[src/asl_consts.svh]
`ifndef ASL_CONSTS_SVH
`define ASL_CONSTS_SVH
// ----------------------------------------
// Register offsets and reset values
// ----------------------------------------
`define ASL_ADDR_INACT   8'h29
`define ASL_ADDR_CTRL1   8'h2a
`define ASL_ADDR_CTRL2   8'h2b
`define ASL_INACT_RST    8'h00
`define ASL_CTRL1_RST    8'h00
`define ASL_CTRL2_RST    8'h00
// ----------------------------------------
// Field positions
// ----------------------------------------
`define ASL_C1_SRATE_HI  7
`define ASL_C1_SRATE_LO  6
`define ASL_C1_ARATE_HI  5
`define ASL_C1_ARATE_LO  3
`define ASL_C1_LOW_NOISE_SEL    2
`define ASL_C1_FREAD     1
`define ASL_C1_ACTIVE    0
`define ASL_C2_SELFTEST  7
`define ASL_C2_SWRST     6
`define ASL_C2_SLEEP_OVERSAMPLE_SEL_HI  4
`define ASL_C2_SLEEP_OVERSAMPLE_SEL_LO  3
`define ASL_C2_AUTO_SLEEP_EN      2
`define ASL_C2_WAKE_OVERSAMPLE_SEL_HI   1
`define ASL_C2_WAKE_OVERSAMPLE_SEL_LO   0
// ----------------------------------------
// Rates, read pointer, timing
// ----------------------------------------
`define ASL_SLEEP_RATE_BASE 3'h4
`define ASL_RATE_SLOWEST    3'h7
`define ASL_DATA_FIRST      8'h01
`define ASL_DATA_LAST       8'h06
`define ASL_UNIT_MS         320
`define ASL_CLK_MHZ         100
`define ASL_UNIT_CYCLES     (`ASL_UNIT_MS * 1000 * `ASL_CLK_MHZ)
`define ASL_BOOT_CYCLES     4'h8
`endif

[src/asl_pkg.sv]
package asl_pkg;
  typedef enum logic [2:0]
  {
    st_standby = 3'b001,
    st_wake    = 3'b010,
    st_sleep   = 3'b100
  } asl_state_t;

  typedef enum logic [1:0]
  {
    osr_normal  = 2'b00,
    osr_lnlp    = 2'b01,
    osr_hires   = 2'b10,
    osr_lowpow  = 2'b11
  } asl_osr_t;
endpackage

[src/asl_mode_ctrl.sv]
`timescale 1ns/10ps
`include "asl_consts.svh"
// Function
// - Auto-sleep drops to sleep rate after inactivity reaches inactivity_count units.
// - Count unit is 320 ms, or 640 ms at the 1.56 Hz rate.
// - Transient, orientation, tap, fall/motion events restart timer and can wake.
// - Sleep/wake and sample-ready events never restart timer nor wake.
// - Wake only when function interrupt enabled and selected as wake source.
// - Enabled functions keep running at sleep rate; unselected ones never wake.
// - In sleep the sleep rate overrides output and function rates.
// - Without auto-sleep, only standby and wake states are used.
// - With its interrupt enabled, each wake/sleep transition raises an event.
// - Sleep rate code 00..11 selects 50, 12.5, 6.25, 1.56 Hz; reset 00.
// - Active rate code 000..111 selects 800 down to 1.56 Hz; reset 000.
// - Active bit 0 is standby (reset), 1 is active.
// - Low-noise bit limits range to 4 g.
// - Fast-read makes read auto-increment skip low data bytes.
// - Self-test bit activates self-test, shifting axis outputs.
// - Writing 1 to software reset reloads every register default immediately.
// - Software reset also resets serial bus interface logic.
// - Software reset bit self-clears after boot and always reads 0.
// - Separate wake and sleep oversampling fields, 00/01/10/11 decoded as modes.
// - Averaging ratio follows oversampling mode and current rate.
// - Wake-select 0 excludes a function from waking; 1 allows it.
// - Interrupt enables gate event flags to the interrupt controller.
module asl_mode_ctrl
#(
  parameter int UNIT_CYCLES = `ASL_UNIT_CYCLES
)
(
  input  wire logic             clock,
  input  wire logic             rst_b,
  input  wire logic [7:0]       reg_addr,
  input  wire logic [7:0]       reg_wdata,
  input  wire logic             reg_wr,
  input  wire logic             reg_rd,
  output logic [7:0]            reg_rdata,
  output logic [7:0]            read_next_addr,
  output logic                  bus_reset,
  input  wire logic             transient_event,
  input  wire logic             orientation_event,
  input  wire logic             tap_event,
  input  wire logic             fall_motion_event,
  input  wire logic             sample_ready_event,
  input  wire logic [3:0]       wake_sel,
  input  wire logic [3:0]       func_irq_en,
  input  wire logic             sleep_wake_irq_en,
  input  wire logic             sample_ready_irq_en,
  output logic [5:0]            irq_flags,
  output logic                  sleep_wake_event,
  output asl_pkg::asl_state_t   mode_state,
  output logic [2:0]            eff_rate_sel,
  output asl_pkg::asl_osr_t     eff_oversample_sel,
  output logic [10:0]           os_ratio,
  output logic                  low_noise_sel,
  output logic                  range_limit_4g,
  output logic                  self_test_en
);
  import asl_pkg::*;
  // ----------------------------------------
  // Decode functions
  // ----------------------------------------
  function automatic logic [10:0] ratio_of(input asl_osr_t m, input logic [2:0] r);
    logic [10:0] v;
    v = 11'h002;
    case (m)
      osr_normal:
        case (r)
          3'h7:    v = 11'h080;
          3'h6:    v = 11'h020;
          3'h5:    v = 11'h010;
          3'h0:    v = 11'h002;
          default: v = 11'h004;
        endcase
      osr_lnlp:
        case (r)
          3'h7:    v = 11'h020;
          3'h6:    v = 11'h008;
          3'h0:    v = 11'h002;
          default: v = 11'h004;
        endcase
      osr_hires:
        case (r)
          3'h7:    v = 11'h400;
          3'h6:    v = 11'h100;
          3'h5:    v = 11'h080;
          3'h4:    v = 11'h020;
          3'h3:    v = 11'h010;
          3'h2:    v = 11'h008;
          3'h1:    v = 11'h004;
          default: v = 11'h002;
        endcase
      osr_lowpow:
        case (r)
          3'h7:    v = 11'h010;
          3'h6:    v = 11'h004;
          default: v = 11'h002;
        endcase
      default: v = 11'h002;
    endcase
    return v;
  endfunction
  function automatic logic [7:0] next_addr(input logic [7:0] a, input logic fast);
    logic [7:0] n;
    n = a + 8'h01;
    if (fast && a >= `ASL_DATA_FIRST && a < `ASL_DATA_LAST)
      n = a + 8'h02;
    return n;
  endfunction
  // ----------------------------------------
  // Registers and soft reset
  // ----------------------------------------
  logic [7:0]  inactivity_count;
  logic [7:0]  system_control_one;
  logic [4:0]  ctrl_two_bits;
  logic        self_test_bit;
  logic [3:0]  boot_cnt;
  logic        booting;
  logic        wr_inact;
  logic        wr_ctrl1;
  logic        wr_ctrl2;
  logic        soft_rst_req;
  assign booting      = (boot_cnt != 4'h0);
  assign wr_inact     = reg_wr && !booting && reg_addr == `ASL_ADDR_INACT;
  assign wr_ctrl1     = reg_wr && !booting && reg_addr == `ASL_ADDR_CTRL1;
  assign wr_ctrl2     = reg_wr && !booting && reg_addr == `ASL_ADDR_CTRL2;
  assign soft_rst_req = wr_ctrl2 && reg_wdata[`ASL_C2_SWRST];
  assign bus_reset    = booting;
  always_ff @(posedge clock or negedge rst_b)
  begin
    if (!rst_b)
      boot_cnt <= 4'h0;
    else if (soft_rst_req)
      boot_cnt <= `ASL_BOOT_CYCLES;
    else if (booting)
      boot_cnt <= boot_cnt - 4'h1;
  end
  always_ff @(posedge clock or negedge rst_b)
  begin
    if (!rst_b)
      inactivity_count <= `ASL_INACT_RST;
    else if (booting || soft_rst_req)
      inactivity_count <= `ASL_INACT_RST;
    else if (wr_inact)
      inactivity_count <= reg_wdata;
  end
  // Host keeps the standby discipline; fields are taken as written
  always_ff @(posedge clock or negedge rst_b)
  begin
    if (!rst_b)
      system_control_one <= `ASL_CTRL1_RST;
    else if (booting || soft_rst_req)
      system_control_one <= `ASL_CTRL1_RST;
    else if (wr_ctrl1)
      system_control_one <= reg_wdata;
  end
  always_ff @(posedge clock or negedge rst_b)
  begin
    if (!rst_b)
    begin
      self_test_bit <= 1'b0;
      ctrl_two_bits <= 5'h00;
    end
    else if (booting || soft_rst_req)
    begin
      self_test_bit <= 1'(`ASL_CTRL2_RST >> `ASL_C2_SELFTEST);
      ctrl_two_bits <= 5'h00;
    end
    else if (wr_ctrl2)
    begin
      self_test_bit <= reg_wdata[`ASL_C2_SELFTEST];
      ctrl_two_bits <= reg_wdata[`ASL_C2_SLEEP_OVERSAMPLE_SEL_HI:`ASL_C2_WAKE_OVERSAMPLE_SEL_LO];
    end
  end
  logic [1:0]  sleep_rate_sel;
  logic [2:0]  active_rate_sel;
  logic        fast_read_sel;
  logic        active_sel;
  logic        auto_sleep_en;
  asl_osr_t    wake_oversample_sel;
  asl_osr_t    sleep_oversample_sel;
  assign sleep_rate_sel       = system_control_one[`ASL_C1_SRATE_HI:`ASL_C1_SRATE_LO];
  assign active_rate_sel      = system_control_one[`ASL_C1_ARATE_HI:`ASL_C1_ARATE_LO];
  assign fast_read_sel        = system_control_one[`ASL_C1_FREAD];
  assign active_sel           = system_control_one[`ASL_C1_ACTIVE];
  assign auto_sleep_en        = ctrl_two_bits[`ASL_C2_AUTO_SLEEP_EN];
  assign wake_oversample_sel  = asl_osr_t'(ctrl_two_bits[`ASL_C2_WAKE_OVERSAMPLE_SEL_HI:`ASL_C2_WAKE_OVERSAMPLE_SEL_LO]);
  assign sleep_oversample_sel = asl_osr_t'(ctrl_two_bits[`ASL_C2_SLEEP_OVERSAMPLE_SEL_HI:`ASL_C2_SLEEP_OVERSAMPLE_SEL_LO]);
  // ----------------------------------------
  // Register reads
  // ----------------------------------------
  always_ff @(posedge clock or negedge rst_b)
  begin
    if (!rst_b)
    begin
      reg_rdata      <= 8'h00;
      read_next_addr <= 8'h00;
    end
    else if (reg_rd)
    begin
      case (reg_addr)
        `ASL_ADDR_INACT: reg_rdata <= inactivity_count;
        `ASL_ADDR_CTRL1: reg_rdata <= system_control_one;
        `ASL_ADDR_CTRL2: reg_rdata <= {self_test_bit, 2'b00, ctrl_two_bits};
        default:         reg_rdata <= 8'h00;
      endcase
      read_next_addr <= next_addr(reg_addr, fast_read_sel);
    end
  end
  // ----------------------------------------
  // Inactivity timer
  // ----------------------------------------
  asl_state_t  state;
  asl_state_t  next_state;
  logic [31:0] tick_cnt;
  logic        half_unit;
  logic [7:0]  units;
  logic        restart;
  logic        wake_hit;
  logic        go_sleep;
  logic [3:0]  det_events;
  assign det_events = {transient_event, orientation_event, tap_event, fall_motion_event};
  // Sleep/wake and sample-ready events are kept out on purpose
  assign restart  = |det_events;
  assign wake_hit = |(det_events & func_irq_en & wake_sel);
  assign go_sleep = auto_sleep_en && !restart && units >= inactivity_count;
  always_ff @(posedge clock or negedge rst_b)
  begin
    if (!rst_b)
    begin
      tick_cnt  <= 32'h0;
      half_unit <= 1'b0;
      units     <= 8'h00;
    end
    else if (state != st_wake || !auto_sleep_en || restart || booting)
    begin
      tick_cnt  <= 32'h0;
      half_unit <= 1'b0;
      units     <= 8'h00;
    end
    else if (tick_cnt == 32'(UNIT_CYCLES - 1))
    begin
      tick_cnt <= 32'h0;
      // Slowest rate needs two base units per count step
      if (active_rate_sel == `ASL_RATE_SLOWEST && !half_unit)
        half_unit <= 1'b1;
      else
      begin
        half_unit <= 1'b0;
        if (units != 8'hff)
          units <= units + 8'h01;
      end
    end
    else
      tick_cnt <= tick_cnt + 32'h1;
  end

  // ----------------------------------------
  // Mode state machine
  // ----------------------------------------
  always_comb
  begin
    next_state = state;
    case (state)
      st_standby:
        if (active_sel)
          next_state = st_wake;
      st_wake:
        if (!active_sel)
          next_state = st_standby;
        else if (go_sleep)
          next_state = st_sleep;
      st_sleep:
        if (!active_sel)
          next_state = st_standby;
        else if (!auto_sleep_en || wake_hit)
          next_state = st_wake;
      default:
        next_state = st_standby;
    endcase
  end

  always_ff @(posedge clock or negedge rst_b)
  begin
    if (!rst_b)
      state <= st_standby;
    else if (booting || soft_rst_req)
      state <= st_standby;
    else
      state <= next_state;
  end

  assign mode_state = state;

  // ----------------------------------------
  // Events toward the interrupt controller
  // ----------------------------------------
  logic trans_evt;
  assign trans_evt = !booting && !soft_rst_req &&
                     ((state == st_wake && next_state == st_sleep) ||
                      (state == st_sleep && next_state == st_wake));
  always_ff @(posedge clock or negedge rst_b)
  begin
    if (!rst_b)
      sleep_wake_event <= 1'b0;
    else
      sleep_wake_event <= trans_evt && sleep_wake_irq_en;
  end

  always_ff @(posedge clock or negedge rst_b)
  begin
    if (!rst_b)
      irq_flags <= 6'h00;
    else
      irq_flags <= {trans_evt && sleep_wake_irq_en,
                    det_events & func_irq_en,
                    sample_ready_event && sample_ready_irq_en};
  end

  // ----------------------------------------
  // Effective rate and oversampling
  // ----------------------------------------
  always_ff @(posedge clock or negedge rst_b)
  begin
    if (!rst_b)
    begin
      eff_rate_sel       <= 3'h0;
      eff_oversample_sel <= osr_normal;
      os_ratio           <= 11'h002;
    end
    else if (state == st_sleep)
    begin
      // Sleep code maps onto the four slowest active codes
      eff_rate_sel       <= `ASL_SLEEP_RATE_BASE + {1'b0, sleep_rate_sel};
      eff_oversample_sel <= sleep_oversample_sel;
      os_ratio           <= ratio_of(sleep_oversample_sel,
                                     `ASL_SLEEP_RATE_BASE + {1'b0, sleep_rate_sel});
    end
    else
    begin
      eff_rate_sel       <= active_rate_sel;
      eff_oversample_sel <= wake_oversample_sel;
      os_ratio           <= ratio_of(wake_oversample_sel, active_rate_sel);
    end
  end

  // ----------------------------------------
  // Analog side controls
  // ----------------------------------------
  always_ff @(posedge clock or negedge rst_b)
  begin
    if (!rst_b)
    begin
      low_noise_sel  <= 1'b0;
      range_limit_4g <= 1'b0;
      self_test_en   <= 1'b0;
    end
    else
    begin
      low_noise_sel  <= system_control_one[`ASL_C1_LOW_NOISE_SEL];
      range_limit_4g <= system_control_one[`ASL_C1_LOW_NOISE_SEL];
      self_test_en   <= self_test_bit;
    end
  end
endmodule

[config.mk]
export PLATFORM = sky130hd
export DESIGN_NAME = asl_mode_ctrl
export DESIGN_NICKNAME = d
export VERILOG_FILES = /design/src/asl_pkg.sv /design/src/asl_mode_ctrl.sv
export VERILOG_INCLUDE_DIRS = /design/src
export SDC_FILE = /design/constraint.sdc
export NUM_CORES = 1
export LEC_CHECK = 0
export BUFFER_PORTS_ARGS = -buffer_cell sky130_fd_sc_hd__buf_2
export CAP_MARGIN = 10
export CORE_MARGIN = 2
export CORE_UTILIZATION = 50
export DETAILED_ROUTE_END_ITERATION = 12
export GPL_ROUTABILITY_DRIVEN = 0
export PLACE_DENSITY = 0.71
export SETUP_SLACK_MARGIN = 0.1
export SYNTH_ARGS = -nofsm -noshare
export SYNTH_HDL_FRONTEND = slang
export SYNTH_SLANG_ARGS = --single-unit
export TNS_END_PERCENT = 10
[constraint.sdc]
create_clock -name clock -period 6.8 [get_ports clock]
set_input_delay 1.02 -clock clock [delete_from_list [all_inputs] [get_ports clock]]
set_output_delay 1.02 -clock clock [all_outputs]
set_load 0.05 [all_outputs]
=== Yosys cells after proc, flatten, opt, wreduce, memory -nomap -nowiden ===
Cells that the tools add are included.

* Bits in registers: 111
* Latch bits: 0
* Memory bits (writable): 0
* Bits in read-only memories: 0
* Logic and storage cells: 143
* Memories: 0

* Add/subtract/negate cells: 6
* Multipliers: 0
* Div/mod/pow operators: 0
* Order comparisons: 3
* Equality and inequality tests: 32
* Shift-type cells: 0
* Multiplexer cells: 41
* Bitwise logic cells: 2
* Reduce and logical (&&, ||, !) cells: 41

{| class="wikitable"
|+ Operator list
! operator !! count
|-
| 11-bit one-hot mux with 7 select lines || 2
|-
| 11-bit one-hot mux with 4 select lines || 2
|-
| 8-bit two-way mux || 9
|-
| 32-bit two-way mux || 2
|-
| 8-bit one-hot mux with 4 select lines || 2
|-
| 6-bit one-hot mux with 3 select lines || 2
|-
| 32-bit by 1-bit adder with 32-bit output, second input constant || 1
|-
| 32-bit by 25-bit == test with 1-bit output, second input constant || 1
|-
| 3-bit == test, second input constant || 10
|-
| 8-bit by 6-bit == test with 1-bit output, second input constant || 3
|-
| 8-bit one-hot mux with 3 select lines || 1
|-
| 3-bit two-way mux || 7
|-
| 5-bit one-hot mux with 2 select lines || 2
|-
| 3-bit by 2-bit == test with 1-bit output, second input constant || 6
|-
| 8-bit by 1-bit adder with 8-bit output, second input constant || 2
|-
| 1-bit logical AND || 16
|-
| 2-bit nonzero test || 6
|-
| 11-bit two-way mux || 1
|-
| 5-bit two-way mux || 2
|-
| 3-bit by 1-bit == test with 1-bit output, second input constant || 3
|-
| 3-bit one-hot mux with 3 select lines || 1
|-
| 8-bit by 2-bit adder with 8-bit output, second input constant || 1
|-
| 4-bit AND || 2
|-
| 2-bit == test, second input constant || 4
|-
| 19 further kinds || 37
|}

=== Depth between registers and ports, before layout ===
* Depth in word-level cells: 12
* Mapped depth: 8
* Mapped depth without buffers: 7

=== Least setup slack after synthesis ===
Ideal clock, no wire load.

* Path type: input-to-reg
* Start point: in reg_addr[1]
* End point: reg read_next_addr[7]
* Library setup time: 0.124 ns
* Data arrival time: 2.763 ns
* Setup slack: 3.913 ns
* Cell stages on the path: 8
* Buffers on the path: 1
* Cell sequence: inv_1 > ha_1 > clkbuf_1 > or3b_2 > and4_1 > o21ai_0 > nor4_1 > a211o_1

* Longest elaborated chain between the ends: 4
* Elaborated cells between the ends (all ways): 7

{| class="wikitable"
|+ Ends and longest elaborated chain
! element !! RTL line !! RTL
|-
| start, declared || asl_mode_ctrl.sv:33 || <nowiki>input wire logic [7:0] reg_addr,</nowiki>
|-
| 8-bit by 1-bit greater-or-equal comparator with 1-bit output (no line) || -- ||
|-
| 1-bit logical AND (no line) (2 in series) || -- ||
|-
| 8-bit two-way mux (*) || asl_mode_ctrl.sv:106 || <nowiki>if (fast && a >= `ASL_DATA_FIRST && a < `ASL_DATA_LAST)</nowiki>
|-
| end signal, assigned || asl_mode_ctrl.sv:207 || <nowiki>read_next_addr <= next_addr(reg_addr, fast_read_sel);</nowiki>
|-
| end, declared || asl_mode_ctrl.sv:38 || <nowiki>output logic [7:0] read_next_addr,</nowiki>
|}

Mark *: on every way between the ends. The rest lies on a longest branch, timed or not.
A chain may end at the register's enable or synchronous reset.

=== Worst setup path after layout ===
* Start point: in reg_addr[1]
* End point: reg read_next_addr[5]

Same word-level chain as after synthesis.

==> out/results.tsv <==
stage	metric	value	unit
yosys	cells after synthesis	574	
detailed_routing	WL final	12300	microns
pwr	post-layout power	1.35	mW
final_layout	antenna fix cells	0	
timing	clock skew	8.36	ps
yosys	Synth Register Bits	107	
yosys	post-synthesis compound-gate area fraction	14.1	%
yosys	ys flop type	dfrtp_1	
global_routing	vias in the first global route	4227	
worst_setup_path	CP startpoint kind	input pin	
place	Setup WS pre-CTS	3350	ps
yosys	asr flop ratio synth	100	%
cts	cts hold-fix bufs	0	
timing	Final min period	3050	ps
timing	# setup viols final	0	
global_routing	initial antenna violation count	0	
final_layout	share of layout cells above drive strength 1	17.8	%
worst_setup_path	CP required	7100	ps
yosys	synthesized area	5490	sq um
pwr	Static Leak	2.70	nW
timing	RSZ-0062 raised after global routing	no	
yosys	post-synthesis xor/xnor area fraction	5.58	%
floorplan	core area	10800	sq um
yosys	sequential area share after synthesis	48.8	%
detailed_routing	routed wire length per instance	15.8	microns
timing	share of the clock period used by the worst path	44.8	%
cts	clock-pin slew on the worst setup and hold paths	100	ps
floorplan	Boundary Pins	81	
worst_setup_path	most frequent CP cell	o21ai_0	
cts	CTS root buf	clkbuf_8	
detailed_routing	drt initial violations	423	
yosys	area share of fa/ha/maj cells after synthesis	3.87	%
global_routing	GRT overflow	0	
job	Max Cap Viol	0	
detailed_routing	Antenna Nets Post-Route	0	
yosys	number of synthesized flops with an enable pin	0	
global_routing	first-pass GRT wire length	20700	microns
min_path	worst min path class	reg -> reg	
final_layout	nets@finish	686	
cts	post-CTS resize count	0	
detailed_routing	# DRC	0	
floorplan	Initial Utilization	50.9	%
floorplan	die area	11800	sq um
detailed_routing	Pre-antenna DRT Iters	5	
timing	Setup TNS Final	0	ps
final_layout	synth-to-layout area growth	12.3	%
cts	CTS tree	yes	
yosys	syn avg cell area	9.57	sq um
cts	Clock Latency Late Sink	380	ps
pwr	PD cells	219	nW/um^2
detailed_routing	via count	4462	
timing	Rel. slew slack	26.1	%
floorplan	row cnt	38	
timing	Max Fclk	328	MHz
place	HPWL after detailed placement	8750	microns
floorplan	Die H	109	microns
worst_setup_path	Crit. End Element	flip-flop	
global_routing	largest net degree at the start of global routing	55	
timing	Worst Max-Slew Pin Slew	1090	ps
worst_setup_path	Crit Path Class	in -> reg	
pwr	Max VDD drop	0.127	mV
detailed_routing	vias per cell	5.73	
cts	H-tree levels	3	
yosys	Simple-Gate Fraction of Synth Area	21.9	%
cts	setup bufs post-CTS	0	
worst_setup_path	Critical Path AT	3350	ps
yosys	largest family of logic cells by synthesized area	simple AND/OR/NAND/NOR gates	
worst_setup_path	Worst path slowest cell	or3b_2	
timing	final hold viol count	0	
cts	CTS buffer count	9	
global_routing	GR Util All Layers	22.4	%
yosys	Syn. warnings	0	
cts	clk sinks	107	
timing	Slew Limit Fails	0	
yosys	Yosys cell types	59	
status	status	finished, final reports clean	
timing	final worst-path setup slack	3750	ps
worst_setup_path	Largest delay share family, worst path	compound AO/OA/AOI/OAI gates	
worst_setup_path	crit-path max cell delay	540	ps
worst_setup_path	worst-path maximum fanout	19	
floorplan	Chip Width	109	microns
place	PortBufs	77	
yosys	post-synthesis mux area share	1.55	%
worst_setup_path	CP bufs+invs	2	
worst_setup_path	crit-path cells	buf_2 -> inv_1 -> ha_1 -> or3b_2 -> and4_1 -> o21ai_0 -> o21ai_0 -> a31oi_1	
cts	Max clock buf depth	2	
## final timing paths
| check | startpoint | endpoint | slack [ps] | depth (start not counted) |
|---|---|---|---|---|
| worst max-delay path | reg_addr[1] | read_next_addr[5]$_DFFE_PN0P_ | 3750 | 8 |
| worst min-delay path | system_control_one[2]$_DFFE_PN0P_ | range_limit_4g$_DFF_PN0_ | 420 | 0 |
| worst max register to register | boot_cnt[0]$_DFFE_PN0P_ | tick_cnt[29]$_DFF_PN0_ | 4180 | 6 |
| worst min register to register | system_control_one[2]$_DFFE_PN0P_ | range_limit_4g$_DFF_PN0_ | 420 | 0 |
| max in group asynchronous | rst_b | tick_cnt[19]$_DFF_PN0_ | 5010 | 2 |
| min in group asynchronous | rst_b | eff_oversample_sel[0]$_DFF_PN0_ | 670 | 1 |
## worst register-to-register path, cell delays in order, from the launching register on
cell	delay [ps]
dfrtp_1	440
inv_1	100
ha_1	180
and2_0	370
nand3_1	570
or2_2	700
nor2_1	190
## per-stage QoR
stage                     hold slack, ps  cell area, sq um  util (%)  cells
final                                420              6170      57.2    779
after floorplan                      373              5500         -    576
after global placement               395              5950      55.1    763
after detailed placement             402              5950      55.1    763
after CTS                            424              6170      57.2    779
after global routing                 441              6170      57.2    779
## metal layers
layer,part of all wire [%],routed length [microns],vias to the layer above,track usage [%]
met3,5.9,722,13,3.89
met4,1.5,180,0,7.97
met2,45,5580,117,33.7
li1,-,-,2176,-
met5,0,0,-,0
met1,47,5810,2156,32.7
## synthesized netlist by cell type (all sizes together) (5+ instances only)
cell     instances  area share (%)
dfrtp          105              48
nand2           56             4.0
nor2            48             3.3
a21oi           45             4.1
nand3           37             3.4
xor2            26             4.1
clkbuf          23             1.6
o21ai           21             1.9
inv             20             1.4
nand4           18             2.1
ha              17             3.9
buf             11             1.2
and3            10             1.1
a22o             9             1.4
xnor2            9             1.4
and2             8            0.91
nor3             8            0.73
or3              7            0.80
a222oi           6             1.1
and4             6             1.0
o2bb2ai          6            0.96
o31ai            6            0.82
or4              6            0.89
a31oi            5            0.57
nand2b           5            0.57
## cell usage in the layout, fill, tap and decap left out, types with 9 or more instances in the layout
cell,Yosys,routed
dfrtp_1,105,105
o21ai_0,21,21
and3_1,10,10
xor2_1,26,26
inv_1,20,20
nand3_1,37,37
clkbuf_8,0,13
ha_1,17,17
nor2_1,48,48
xnor2_1,9,9
a22o_1,9,9
a21oi_1,45,45
buf_2,4,76
nand2_1,55,55
nand4_1,18,18
## cell type report
cell class / instances / area (sq um)
multi-input cells: 415 / 2600
flip-flops and latches: 107 / 2680
inverters: 20 / 75.1
repair buffers: 81 / 418
clock buffers: 13 / 179
well taps: 140 / 175
clock inverters: 3 / 43.8
fillers: 926 / 4620
## cells by family after synthesis
kind of cell,count (synthesis)
multiplexers,8
AND/OR/NAND/NOR,233
XOR/XNOR,35
AO/OA/AOI/OAI,119
buffers and inverters,54
other,1
adder cells (fa/ha/maj),17
flip-flops,107
## flip-flops by register name, indices dropped and copies added (netlist names)
register	cells
irq_flags	6
inactivity_count	8
mode_state	3
reg_rdata	8
range_limit_4g	1
eff_rate_sel	3
tick_cnt	32
boot_cnt	4
ctrl_two_bits	5
eff_oversample_sel	2
half_unit	1
units	8
os_ratio	8
read_next_addr	8
self_test_bit	1
system_control_one	8
self_test_en	1
## where the power goes
part	internal, mW	switching, mW	leakage [nW]
Clock	0.211	0.211	0.116
Combinational	0.0714	0.153	1.13
Sequential	0.667	0.0374	1.45
(Power assumes the default switching activity.)
